$ cat src/frt_consts.vh
`ifndef FRT_CONSTS_VH
`define FRT_CONSTS_VH

// register byte offsets (word aligned, decoded on haddr[5:0])
`define FRT_OFS_CTRL 6'h00
`define FRT_OFS_STATUS 6'h04
`define FRT_OFS_MASK 6'h08
`define FRT_OFS_COUNT 6'h0C
`define FRT_OFS_CMPA 6'h10
`define FRT_OFS_CMPB 6'h14
`define FRT_OFS_RISE 6'h18
`define FRT_OFS_FALL 6'h1C
`define FRT_OFS_CAPA 6'h20
`define FRT_OFS_CAPB 6'h24
`define FRT_OFS_CAPC 6'h28
`define FRT_OFS_CAPD 6'h2C
`define FRT_ADDR_W 6

// control register fields
`define FRT_CTRL_W 4
`define FRT_CTRL_CKS_LO 0
`define FRT_CTRL_CKS_HI 1
`define FRT_CTRL_AUTO 2
`define FRT_CTRL_CLR 3
`define FRT_CTRL_RST 4'h0

// clock select codes
`define FRT_CKS_INT0 2'h0
`define FRT_CKS_INT1 2'h1
`define FRT_CKS_INT2 2'h2

// prescaler taps: bit n toggles every 2**n system clocks
`define FRT_PS_W 6
`define FRT_PS_TAP0 1
`define FRT_PS_TAP1 3
`define FRT_PS_TAP2 5

// status / mask fields
`define FRT_ST_W 7
`define FRT_ST_CAP_LSB 0
`define FRT_ST_MATCH_A 4
`define FRT_ST_MATCH_B 5
`define FRT_ST_WRAP 6
`define FRT_ST_RST 7'h00
`define FRT_NCAP 4

// ahb
`define FRT_HTRANS_ACTIVE 1

`endif

$ cat src/frt_sync.v
`timescale 1ns/1ps
`default_nettype none

// three-stage pin synchroniser; output follows once stages 2 and 3 agree
module frt_sync #(
  parameter W = 5
) (
  // clock and reset
  input wire hclk,
  input wire hresetn,
  // pins and synchronised levels
  input wire [W-1:0] din,
  output reg [W-1:0] dout
);

  reg [W-1:0] stage1;
  reg [W-1:0] stage2;
  reg [W-1:0] stage3;
  integer i;

  always @(posedge hclk or negedge hresetn)
  begin
    if (!hresetn)
    begin
      stage1 <= {W{1'b0}};
      stage2 <= {W{1'b0}};
      stage3 <= {W{1'b0}};
      dout <= {W{1'b0}};
    end
    else
    begin
      stage1 <= din;
      stage2 <= stage1;
      stage3 <= stage2;
      // a lone differing sample is treated as a glitch
      for (i = 0; i < W; i = i + 1)
      begin
        if (stage2[i] == stage3[i])
          dout[i] <= stage3[i];
      end
    end
  end

endmodule // frt_sync

`default_nettype wire

$ cat src/frt_timer.v
// How it works
// - clear right after counter write wins
// - increment right after counter write is dropped
// - match right after compare write is dropped
// - auto-add: writes suppress match and addition
// - count on falling edge of prescaled clock
// - clock-select rewrite is the switchover moment
// - old high, new low counts once
// - internal/external change may count once
// - capture sets flag, own interrupt
// - compare match sets flag, own interrupt
//
// Design decisions made here: the address map and the AHB-Lite slave port.
`timescale 1ns/1ps
`default_nettype none
`include "frt_consts.vh"

module frt_timer #(
  parameter CW = 16
) (
  // clock and reset
  input wire hclk,
  input wire hresetn,
  // ahb-lite slave
  input wire hsel,
  input wire [31:0] haddr,
  input wire [1:0] htrans,
  input wire hwrite,
  input wire [2:0] hsize,
  input wire [31:0] hwdata,
  input wire hready,
  output reg [31:0] hrdata,
  output wire hreadyout,
  output wire hresp,
  // pins
  input wire ext_clk_pin,
  input wire [`FRT_NCAP-1:0] capture_pin,
  output reg compare_out_a,
  // interrupts
  output wire irq,
  output wire [2:0] irq_top,
  output wire capture_irq_a,
  output wire capture_irq_b,
  output wire capture_irq_c,
  output wire capture_irq_d,
  output wire match_irq_a,
  output wire match_irq_b,
  output wire wrap_irq
);

  function hit;
    input [`FRT_ADDR_W-1:0] a;
    input [`FRT_ADDR_W-1:0] o;
    begin
      hit = (a == o);
    end
  endfunction

  // index of highest-priority pending source; wrap ranks last
  function [2:0] prio;
    input [`FRT_ST_W-1:0] v;
    integer k;
    begin
      prio = 3'h7;
      for (k = `FRT_ST_W - 1; k >= 0; k = k - 1)
      begin
        if (v[k])
          prio = k[2:0];
      end
    end
  endfunction

  // bus state
  reg dp_wr;
  reg dp_rd;
  reg rd_wait;
  reg [`FRT_ADDR_W-1:0] dp_addr;
  wire addr_ok;
  wire rd_status;
  reg [31:0] next_rdata;

  // registers
  reg [`FRT_CTRL_W-1:0] ctrl;
  reg [`FRT_ST_W-1:0] status;
  reg [`FRT_ST_W-1:0] mask;
  reg [CW-1:0] free_running_counter;
  reg [CW-1:0] compare_reg_a;
  reg [CW-1:0] compare_reg_b;
  reg [CW-1:0] rise_addend_reg;
  reg [CW-1:0] fall_addend_reg;
  reg [CW-1:0] cap_reg [0:`FRT_NCAP-1];

  // write strobes, and one-cycle-late copies of all but wr_ctrl and wr_mask
  wire wr_ctrl;
  wire wr_mask;
  wire wr_count;
  wire wr_cmpa;
  wire wr_cmpb;
  wire wr_rise;
  wire wr_fall;
  reg wr_count_d;
  reg wr_cmpa_d;
  reg wr_cmpb_d;
  reg wr_rise_d;
  reg wr_fall_d;

  // count clock
  reg [`FRT_PS_W-1:0] presc;
  reg src_level;
  reg src_level_d;
  wire tick;
  wire [`FRT_NCAP:0] pins_s;
  wire ext_s;
  wire [`FRT_NCAP-1:0] cap_s;
  reg [`FRT_NCAP-1:0] cap_s_d;
  wire [`FRT_NCAP-1:0] cap_evt;

  // compare and events
  wire eq_a;
  wire eq_b;
  reg eq_a_d;
  reg eq_b_d;
  wire auto_add;
  wire supp_a;
  wire match_a;
  wire match_b;
  wire clr_evt;
  wire inc_ok;
  wire wrap_evt;
  wire [`FRT_ST_W-1:0] set_v;
  wire [`FRT_ST_W-1:0] irq_v;
  integer i;

  // ---- ahb-lite slave: writes zero-wait, reads one wait state
  assign addr_ok = hsel & htrans[`FRT_HTRANS_ACTIVE] & hready;
  assign hreadyout = ~rd_wait;
  assign hresp = 1'b0;

  always @(posedge hclk or negedge hresetn)
  begin
    if (!hresetn)
    begin
      dp_wr <= 1'b0;
      dp_rd <= 1'b0;
      rd_wait <= 1'b0;
      dp_addr <= {`FRT_ADDR_W{1'b0}};
    end
    else
    begin
      if (hready)
      begin
        dp_wr <= addr_ok & hwrite;
        dp_rd <= addr_ok & ~hwrite;
        dp_addr <= haddr[`FRT_ADDR_W-1:0];
      end
      // wait state lets a preceding write land before the read samples
      rd_wait <= addr_ok & ~hwrite & ~rd_wait;
    end
  end

  assign wr_ctrl = dp_wr & hit(dp_addr, `FRT_OFS_CTRL);
  assign wr_mask = dp_wr & hit(dp_addr, `FRT_OFS_MASK);
  assign wr_count = dp_wr & hit(dp_addr, `FRT_OFS_COUNT);
  assign wr_cmpa = dp_wr & hit(dp_addr, `FRT_OFS_CMPA);
  assign wr_cmpb = dp_wr & hit(dp_addr, `FRT_OFS_CMPB);
  assign wr_rise = dp_wr & hit(dp_addr, `FRT_OFS_RISE);
  assign wr_fall = dp_wr & hit(dp_addr, `FRT_OFS_FALL);
  assign rd_status = rd_wait & dp_rd & hit(dp_addr, `FRT_OFS_STATUS);

  always @*
  begin
    next_rdata = 32'h0000_0000;
    case (dp_addr)
      `FRT_OFS_CTRL: next_rdata = {{(32-`FRT_CTRL_W){1'b0}}, ctrl};
      `FRT_OFS_STATUS: next_rdata = {{(32-`FRT_ST_W){1'b0}}, status};
      `FRT_OFS_MASK: next_rdata = {{(32-`FRT_ST_W){1'b0}}, mask};
      `FRT_OFS_COUNT: next_rdata = {{(32-CW){1'b0}}, free_running_counter};
      `FRT_OFS_CMPA: next_rdata = {{(32-CW){1'b0}}, compare_reg_a};
      `FRT_OFS_CMPB: next_rdata = {{(32-CW){1'b0}}, compare_reg_b};
      `FRT_OFS_RISE: next_rdata = {{(32-CW){1'b0}}, rise_addend_reg};
      `FRT_OFS_FALL: next_rdata = {{(32-CW){1'b0}}, fall_addend_reg};
      `FRT_OFS_CAPA: next_rdata = {{(32-CW){1'b0}}, cap_reg[0]};
      `FRT_OFS_CAPB: next_rdata = {{(32-CW){1'b0}}, cap_reg[1]};
      `FRT_OFS_CAPC: next_rdata = {{(32-CW){1'b0}}, cap_reg[2]};
      `FRT_OFS_CAPD: next_rdata = {{(32-CW){1'b0}}, cap_reg[3]};
      default: next_rdata = 32'h0000_0000;
    endcase
  end

  always @(posedge hclk or negedge hresetn)
  begin
    if (!hresetn)
      hrdata <= 32'h0000_0000;
    else if (rd_wait)
      hrdata <= next_rdata;
  end

  // ---- control, mask and late write strobes
  always @(posedge hclk or negedge hresetn)
  begin
    if (!hresetn)
    begin
      ctrl <= `FRT_CTRL_RST;
      mask <= `FRT_ST_RST;
      wr_count_d <= 1'b0;
      wr_cmpa_d <= 1'b0;
      wr_cmpb_d <= 1'b0;
      wr_rise_d <= 1'b0;
      wr_fall_d <= 1'b0;
    end
    else
    begin
      if (wr_ctrl)
        ctrl <= hwdata[`FRT_CTRL_W-1:0];
      if (wr_mask)
        mask <= hwdata[`FRT_ST_W-1:0];
      wr_count_d <= wr_count;
      wr_cmpa_d <= wr_cmpa;
      wr_cmpb_d <= wr_cmpb;
      wr_rise_d <= wr_rise;
      wr_fall_d <= wr_fall;
    end
  end

  assign auto_add = ctrl[`FRT_CTRL_AUTO];

  // ---- pins and count clock
  frt_sync #(
    .W(`FRT_NCAP + 1)
  ) u_sync (
    .hclk(hclk),
    .hresetn(hresetn),
    .din({ext_clk_pin, capture_pin}),
    .dout(pins_s)
  );

  assign ext_s = pins_s[`FRT_NCAP];
  assign cap_s = pins_s[`FRT_NCAP-1:0];

  always @*
  begin
    case ({ctrl[`FRT_CTRL_CKS_HI], ctrl[`FRT_CTRL_CKS_LO]})
      `FRT_CKS_INT0: src_level = presc[`FRT_PS_TAP0];
      `FRT_CKS_INT1: src_level = presc[`FRT_PS_TAP1];
      `FRT_CKS_INT2: src_level = presc[`FRT_PS_TAP2];
      default: src_level = ext_s;
    endcase
  end

  always @(posedge hclk or negedge hresetn)
  begin
    if (!hresetn)
    begin
      presc <= {`FRT_PS_W{1'b0}};
      src_level_d <= 1'b0;
      cap_s_d <= {`FRT_NCAP{1'b0}};
    end
    else
    begin
      presc <= presc + 1'b1;
      // holds the old source's level across a select rewrite
      src_level_d <= src_level;
      cap_s_d <= cap_s;
    end
  end

  // falling edge of the selected level
  // old high vs new low reads as a fall
  assign tick = src_level_d & ~src_level;

  // ---- compare logic
  assign eq_a = (free_running_counter == compare_reg_a);
  assign eq_b = (free_running_counter == compare_reg_b);

  always @(posedge hclk or negedge hresetn)
  begin
    if (!hresetn)
    begin
      eq_a_d <= 1'b0;
      eq_b_d <= 1'b0;
    end
    else
    begin
      eq_a_d <= eq_a;
      eq_b_d <= eq_b;
    end
  end

  // write just before a match masks it
  // in auto-add mode, addend writes also mask match A
  assign supp_a = wr_cmpa_d | (auto_add & (wr_rise_d | wr_fall_d));
  assign match_a = eq_a & ~eq_a_d & ~supp_a;
  assign match_b = eq_b & ~eq_b_d & ~wr_cmpb_d;
  assign clr_evt = match_a & ctrl[`FRT_CTRL_CLR];

  // ---- free-running counter
  // no increment in the cycle after a write
  assign inc_ok = tick & ~wr_count_d & ~wr_count & ~clr_evt;
  assign wrap_evt = inc_ok & (&free_running_counter);

  always @(posedge hclk or negedge hresetn)
  begin
    if (!hresetn)
      free_running_counter <= {CW{1'b0}};
    else if (wr_count)
      free_running_counter <= hwdata[CW-1:0];
    else if (clr_evt)
      free_running_counter <= {CW{1'b0}};
    else if (inc_ok)
      free_running_counter <= free_running_counter + 1'b1;
  end

  // ---- compare registers, addends, output level
  always @(posedge hclk or negedge hresetn)
  begin
    if (!hresetn)
    begin
      compare_reg_a <= {CW{1'b1}};
      compare_reg_b <= {CW{1'b1}};
      rise_addend_reg <= {CW{1'b0}};
      fall_addend_reg <= {CW{1'b0}};
      compare_out_a <= 1'b0;
    end
    else
    begin
      if (wr_cmpa)
        compare_reg_a <= hwdata[CW-1:0];
      // addend picked by the level about to be driven
      // suppressed match leaves compare A untouched
      else if (match_a & auto_add)
        compare_reg_a <= compare_reg_a +
          (compare_out_a ? fall_addend_reg : rise_addend_reg);
      if (wr_cmpb)
        compare_reg_b <= hwdata[CW-1:0];
      if (wr_rise)
        rise_addend_reg <= hwdata[CW-1:0];
      if (wr_fall)
        fall_addend_reg <= hwdata[CW-1:0];
      if (match_a)
        compare_out_a <= ~compare_out_a;
    end
  end

  // ---- input capture on rising pin edges
  assign cap_evt = cap_s & ~cap_s_d;

  always @(posedge hclk or negedge hresetn)
  begin
    if (!hresetn)
    begin
      for (i = 0; i < `FRT_NCAP; i = i + 1)
        cap_reg[i] <= {CW{1'b0}};
    end
    else
    begin
      for (i = 0; i < `FRT_NCAP; i = i + 1)
      begin
        if (cap_evt[i])
          cap_reg[i] <= free_running_counter;
      end
    end
  end

  // ---- sticky flags, read of status clears, set beats clear
  // one flag per capture
  assign set_v = {wrap_evt, match_b, match_a, cap_evt};

  always @(posedge hclk or negedge hresetn)
  begin
    if (!hresetn)
      status <= `FRT_ST_RST;
    else if (rd_status)
      status <= set_v;
    else
      status <= status | set_v;
  end

  assign irq_v = status & mask;
  assign irq = |irq_v;
  // wrap ranks below every other source
  assign irq_top = prio(irq_v);
  assign capture_irq_a = irq_v[`FRT_ST_CAP_LSB];
  assign capture_irq_b = irq_v[`FRT_ST_CAP_LSB + 1];
  assign capture_irq_c = irq_v[`FRT_ST_CAP_LSB + 2];
  assign capture_irq_d = irq_v[`FRT_ST_CAP_LSB + 3];
  assign match_irq_a = irq_v[`FRT_ST_MATCH_A];
  assign match_irq_b = irq_v[`FRT_ST_MATCH_B];
  assign wrap_irq = irq_v[`FRT_ST_WRAP];

  // hsize unused: only whole-word transfers are supported
  wire unused_ok;
  assign unused_ok = &{1'b0, hsize, haddr[31:`FRT_ADDR_W], dp_rd};

endmodule // frt_timer

`default_nettype wire

$ cat config.mk
export PLATFORM = sky130hd
export DESIGN_NAME = frt_timer
export DESIGN_NICKNAME = d
export VERILOG_FILES = /design/src/frt_sync.v /design/src/frt_timer.v
export VERILOG_INCLUDE_DIRS = /design/src /design/src/src
export SDC_FILE = /design/constraint.sdc
export NUM_CORES = 1
export LEC_CHECK = 0
export ABC_AREA = 1
export BUFFER_PORTS_ARGS = -buffer_cell sky130_fd_sc_hd__buf_2
export CAP_MARGIN = 20
export CORE_MARGIN = 2
export CORE_UTILIZATION = 56
export CTS_CLUSTER_DIAMETER = 200
export CTS_CLUSTER_SIZE = 16
export DETAILED_ROUTE_END_ITERATION = 8
export PLACE_DENSITY = 0.88
export SYNTH_ARGS = -nofsm -noshare
export SYNTH_HDL_FRONTEND = slang
export SYNTH_SLANG_ARGS = --single-unit
$ cat constraint.sdc
create_clock -name hclk -period 5.47 [get_ports hclk]
set_input_delay 0.547 -clock hclk [delete_from_list [all_inputs] [get_ports hclk]]
set_output_delay 0.547 -clock hclk [all_outputs]
set_load 0.005 [all_outputs]
==> impl_metrics.ini, run 1 <==
[min_path]
min_path_type = input port to asynchronous set/reset pin

[clock_tree]
cts.reportedPaths.clkPinSlew_ps = 70
cts_tree = yes
cts-resized-gates = 0
cts_sinks = 226
post_cts_buffers = 0
worstSkewPairLatency_ps = 510
numCtsBuffers = 18
cts_buffer_depth = 3
cts-root-buf = clkbuf_16
cts_max_level = 1
hold_buffers = 0

[timing]
max_slew_margin_pct = 28.1
period_minus_slack_ps = 3030
layout_setup_ws_ps = 2440
setup_violations = 0
setup_tns_ps = 0
fmax_mhz = 331
rsz0062_at_grt = false
min_period_over_period_pct = 55.3
worst_pin_slew_ps = 1080
finalClockSkew_ps = 33.3
hold_viol_final = 0
hold_slack_ps = 112
drv_slew = 0

[floorplanning]
core.rowCount = 52
io_pins = 125
start_util_pct = 57.4
die_x_um = 148
die_h_um = 148
core_area_mm2 = 0.0203
dieArea_mm2 = 0.0220

[worst_setup_path]
cpPeakStageDelay_ps = 940
start_kind = register
critPathBufInv = 1
path_class = register to register
path_delay_family = flip-flops
critPathSlowestCell = dfrtp_1
arrival_ps = 3450
crit_required_ps = 5900
end_kind = register
crit_chain = nand2_1, o21ai_0, ha_1, inv_1, fa_1, o21ai_0, nand2_1, nand2_1, nand2_1, nand2_1, nand2_1, nand4_1, nand3_1
worst_path_most_repeated_cell = nand2_1
crit_fanout = 30

[placement]
dpl.hpwl_um = 22300
globalplace.congestion = 0.972
post-place-ws_ps = 2520
port-buffer-count = 61

[logic_synthesis]
synthDistinctLibCells = 40
synth-warning-count = 0
ys_top_cells_by_area = dfrtp_1 (42%), nand2_1 (17%), dfstp_2 (7.2%), o21ai_0 (7.2%), inv_1 (4.2%)
syn_area_mm2 = 0.0116
avgSynthCellArea_um2 = 7.78
synth-edff-count = 0
ys_ff_latch = 226
async_flop_share_pct = 100
synth_top_area_share_pct = 41.7
syn_inst = 1498
synthFlopType = dfrtp_1
seq_area_frac_synth_pct = 48.9
yosysTopAreaCell = dfrtp_1

[final_layout]
layout_common_cells = nand2_1 (517), dfrtp_1 (194), o21ai_0 (167)
fin_nets = 1627
final_common_cell = nand2_1
n_antenna_cell = 0
syn2layout_area_growth_pct = 8.17
largest_reg_flops = 64
drive_gt1_share_pct = 10.6

[routing]
wire_per_inst_um = 17.5
ant_nets = 0
post_drt_via_cell_ratio = 5.66
drtPass1Iterations = 6
dr.first_iter.drc_count = 1104
routed_wl_um = 31700
drcViolationCount = 0
via_count = 10300

[grt]
grt_pass1_wl_um = 51000
grt_max_degree = 133
grt.total_usage_pct = 29.2
overflow = 0
grt_antenna_before_repair = 0
grt_pass1_vias = 9687

[power]
leakage_uw = 0.00631
p_per_area_mw_per_mm2 = 393
vdd_drop_max_mv = 0.251

[flow_run]
max_cap_violations = 0

[status]
outcome = complete, no violations
## cell type report
class	instances	area, um2
fillers	1788	7700
flip-flops and latches	226	5700
multi-input cells	1063	5070
inverters	152	571
clock buffers	30	495
repair buffers	69	395
well taps	270	338
clock inverters	2	32.5
## synthesized netlist by cell type (20+ instances only)
library cell  instances
nand4_1              25
nand2_1             517
clkbuf_1             36
nor2_1               69
a21oi_1              41
o21ai_1              22
nand3_1              71
o21ai_0             167
o22ai_1              20
dfrtp_1             194
inv_2                21
xor2_1               30
dfstp_2              32
inv_1               130
## per-layer routing
layer  vias to the layer above  routed length [um]  track usage [%]  share of wire (%)
met2                       539               14500             46.1                 46
met1                      4801               12800             41.4                 40
met4                         0                1140             10.6                3.6
met5                         -                   0                0                  0
li1                       4835                   -                -                  -
met3                        84                3240             4.63                 10
## worst paths after layout
kind	endpoint	depth (start not counted)	from	slack, ps
worst max-delay path	compare_reg_a[10]	13	compare_out_a	2440
worst min-delay path	u_sync.dout[2]	1	hresetn	110
worst max register to register	compare_reg_a[10]	13	compare_out_a	2440
worst min register to register	u_sync.stage2[2]	0	u_sync.stage1[2]	350
max in group asynchronous	fall_addend_reg[11]	2	hresetn	4120
min in group hclk	u_sync.stage1[0]	1	capture_pin[0]	140
## cell families after synthesis
| group | share of synthesized area, % |
|---|---|
| xor+xnor | 2.56 |
| buf+inv | 8.07 |
| fa+ha+maj | 2.43 |
| compound gates | 11.8 |
| simple gates | 26.0 |
| other cells | 0.0322 |
| flops | 48.9 |
| mux | 0.290 |
## power breakdown
part	internal [uW]	switching [uW]
logic	460	850
registers	2070	311
clock network	632	622
## metrics by stage
step	util [%]	std cells	cell area, um2	power (uW)
finish	62.1	1812	12600	4950
CTS	61.9	1811	12600	4920
global placement	59.3	1779	12000	3610
floorplan	-	1514	11700	3260
detailed placement	59.3	1779	12000	3670
global route	62.1	1812	12600	5240
No activity file was read; power rests on OpenSTA's default activity.
==> run 2: changes to the inputs <==
--- a/config.mk
+++ b/config.mk
@@ -6,7 +6,7 @@
 export SDC_FILE = /design/constraint.sdc
 export NUM_CORES = 1
 export LEC_CHECK = 0
-export ABC_AREA = 1
+export ABC_AREA = 0
 export BUFFER_PORTS_ARGS = -buffer_cell sky130_fd_sc_hd__buf_2
 export CAP_MARGIN = 20
 export CORE_MARGIN = 2
==> constraint.sdc (replaced) <==
create_clock -name hclk -period 3.1 [get_ports hclk]
set_input_delay 0.31 -clock hclk [delete_from_list [all_inputs] [get_ports hclk]]
set_output_delay 0.31 -clock hclk [all_outputs]
set_load 0.005 [all_outputs]
==> impl_metrics.ini, run 2 <==
[floorplanning]
core_area_mm2 = 0.0200
dieArea_mm2 = 0.0214
die_h_um = 146
die_x_um = 146
start_util_pct = 56.6
io_pins = 125
core.rowCount = 52

[flow_run]
max_cap_violations = 0

[worst_setup_path]
critPathBufInv = 1
start_kind = register
crit_chain = buf_12, mux2_2, ha_1, a21oi_1, o211ai_1, o21ai_0, o41ai_1, or4b_1, a31oi_1
end_kind = register
rr_startpoint = compare_out_a
crit_start = compare_out_a
crit_required_ps = 3520
arrival_ps = 3290
path_delay_family = compound AO/OA/AOI/OAI gates
path_class = register to register
r2r-end = compare_reg_a[15]
crit_fanout = 17
cpPeakStageDelay_ps = 490
critPathSlowestCell = or4b_1
ff2ff_path_depth = 9
reg2reg_setup_slack_ps = 230

[power]
combPwrFrac_pct = 30.1
intPower_uw = 6230
vdd_drop_max_mv = 0.337
p_sw_uw = 3250
seqPwrFrac_pct = 46.9
p_per_area_mw_per_mm2 = 757
leakage_uw = 0.00526
switching_share_pct = 34.3
p_clk_share_pct = 23.1

[final_layout]
final_common_cell = dfrtp_1
largest_reg_flops = 64
n_antenna_cell = 0
register_area_mm2 = 0.00570
layout_common_cells = dfrtp_1 (194), mux2_2 (145), nand2_1 (69)
fin_nets = 1130
syn2layout_area_growth_pct = 10.5
multiInputGateArea_mm2 = 0.00523
nFillCells = 1464
fin_util_pct = 62.5
drive_gt1_share_pct = 29.7

[logic_synthesis]
synth-warning-count = 0
synth_top_area_share_pct = 42.8
ys_ff_latch = 226
synth-edff-count = 0
async_flop_share_pct = 100
syn_area_mm2 = 0.0113
avgSynthCellArea_um2 = 11.7
synthFlopType = dfrtp_1
synthDistinctLibCells = 67
synth_common_cells = dfrtp_1 (194), mux2_2 (145), nand2_1 (69)
yosysMostFrequentCell = dfrtp_1
seq_area_frac_synth_pct = 50.2
yosysTopAreaCell = dfrtp_1
syn_inst = 969
ys_top_cells_by_area = dfrtp_1 (43%), mux2_2 (14%), dfstp_2 (7.4%), a22oi_1 (3.3%), xnor2_1 (3.1%)

[clock_tree]
post_cts_buffers = 0
cts_tree = yes
worstSkewPairLatency_ps = 490
cts-root-buf = clkbuf_16
numCtsBuffers = 18
cts_sinks = 226
cts_max_level = 1
cts_buffer_depth = 3
cts.reportedPaths.clkPinSlew_ps = 70

[grt]
use_met2_pct = 45.9
grt_max_degree = 88
grt_antenna_before_repair = 0
grt_pass1_wl_um = 47800
grt_pass1_vias = 8697
overflow = 0
top_usage_layer = met2
use_met3_pct = 4.47
grt.total_usage_pct = 28.3
use_met1_pct = 37.4

[timing]
hold_slack_ps = 46.0
min_period_over_period_pct = 92.7
period_minus_slack_ps = 2870
max_slew_margin_pct = 33.3
worst_pin_slew_ps = 996
finalClockSkew_ps = 17.2
layout_setup_ws_ps = 227
setup_tns_ps = 0
drv_slew = 0
hold_viol_final = 0
rsz0062_at_grt = false
setup_violations = 0
fmax_mhz = 348

[min_path]
worstHoldEndpoint = dp_addr[4]
hold_path.startpoint = haddr[4]
min_path_type = input port to register
hold_depth = 2

[routing]
wire_per_inst_um = 22.8
drcViolationCount = 0
post_drt_via_cell_ratio = 6.49
ant_nets = 0
dr.first_iter.drc_count = 1187
routed_wl_um = 30000
drtPass1Iterations = 8
via_count = 8515

[placement]
post-place-ws_ps = 189
dpl.hpwl_um = 21000
globalplace.congestion = 0.960
port-buffer-count = 61

[status]
outcome = complete, no violations
[run 2: what timing repair did]
item	4_1_cts	5_1_grt
hold endpoints to repair	79	0
hold buffers	6	0
gates resized for setup	0	1
setup endpoints to repair	0	2
[run 2: worst reg2reg max path, cell delays in order, from the launching register on]
cell      delay (ps)
dfrtp_1          430
buf_12           190
mux2_2           360
ha_1             380
a21oi_1          290
o211ai_1         180
o21ai_0          190
o41ai_1          110
or4b_1           490
a31oi_1          180
[run 2: worst max-delay path by stage]
stage	cells after the start	slack, ps	end
2_1_floorplan	11	110	compare_reg_a[15]
5_1_grt	9	50	compare_reg_a[15]
6_report	9	230	compare_reg_a[15]
4_1_cts	9	150	compare_reg_a[15]
3_5_place_dp	9	190	compare_reg_a[15]
3_3_place_gp	9	210	compare_reg_a[15]
[run 2: metal layers]
metal	vias to the layer above	wire, um
met1	4179	11700
met2	528	14100
met4	0	1540
met3	130	2690
li1	3678	-
met5	-	0
[run 2: final cells by class]
class	count	share of cell area (%)
clock buffer	29	4.10
clock inverter	1	0.130
inverter	18	0.539
multi-input combinational	667	41.8
sequential	226	45.5
tap	270	2.70
timing repair buffer	102	5.29
[run 2: power groups by stage]
| stage | clock [uW] | sequential (uW) | combinational (uW) |
|---|---|---|---|
| 6_report | 2190 | 4440 | 2850 |
| 5_1_grt | 2310 | 4520 | 3070 |
| 4_1_cts | 2190 | 4410 | 2790 |
| 3_5_place_dp | 0 | 4450 | 2760 |
| 3_3_place_gp | 0 | 4390 | 2640 |
| 2_1_floorplan | 0 | 4060 | 2320 |
[run 2: logic make-up after synthesis]
logic type | Yosys count | synth area share, %
and+or+nand+nor | 216 | 10.1
buffers and inverters | 92 | 4.18
muxes | 159 | 15.7
DFF | 226 | 50.2
AOI/OAI and AO/OA | 192 | 12.3
other | 1 | 0.0331
adders and majority gates | 23 | 2.49
xor gates and xnor gates | 60 | 4.83
[run 2: stage by stage]
step           instances  power (uW)  area, um2
2_1_floorplan        985        6380      11400
3_3_place_gp        1277        7030      11900
3_5_place_dp        1277        7210      11900
4_1_cts             1313        9390      12500
5_1_grt             1313        9900      12500
6_report            1313        9480      12500
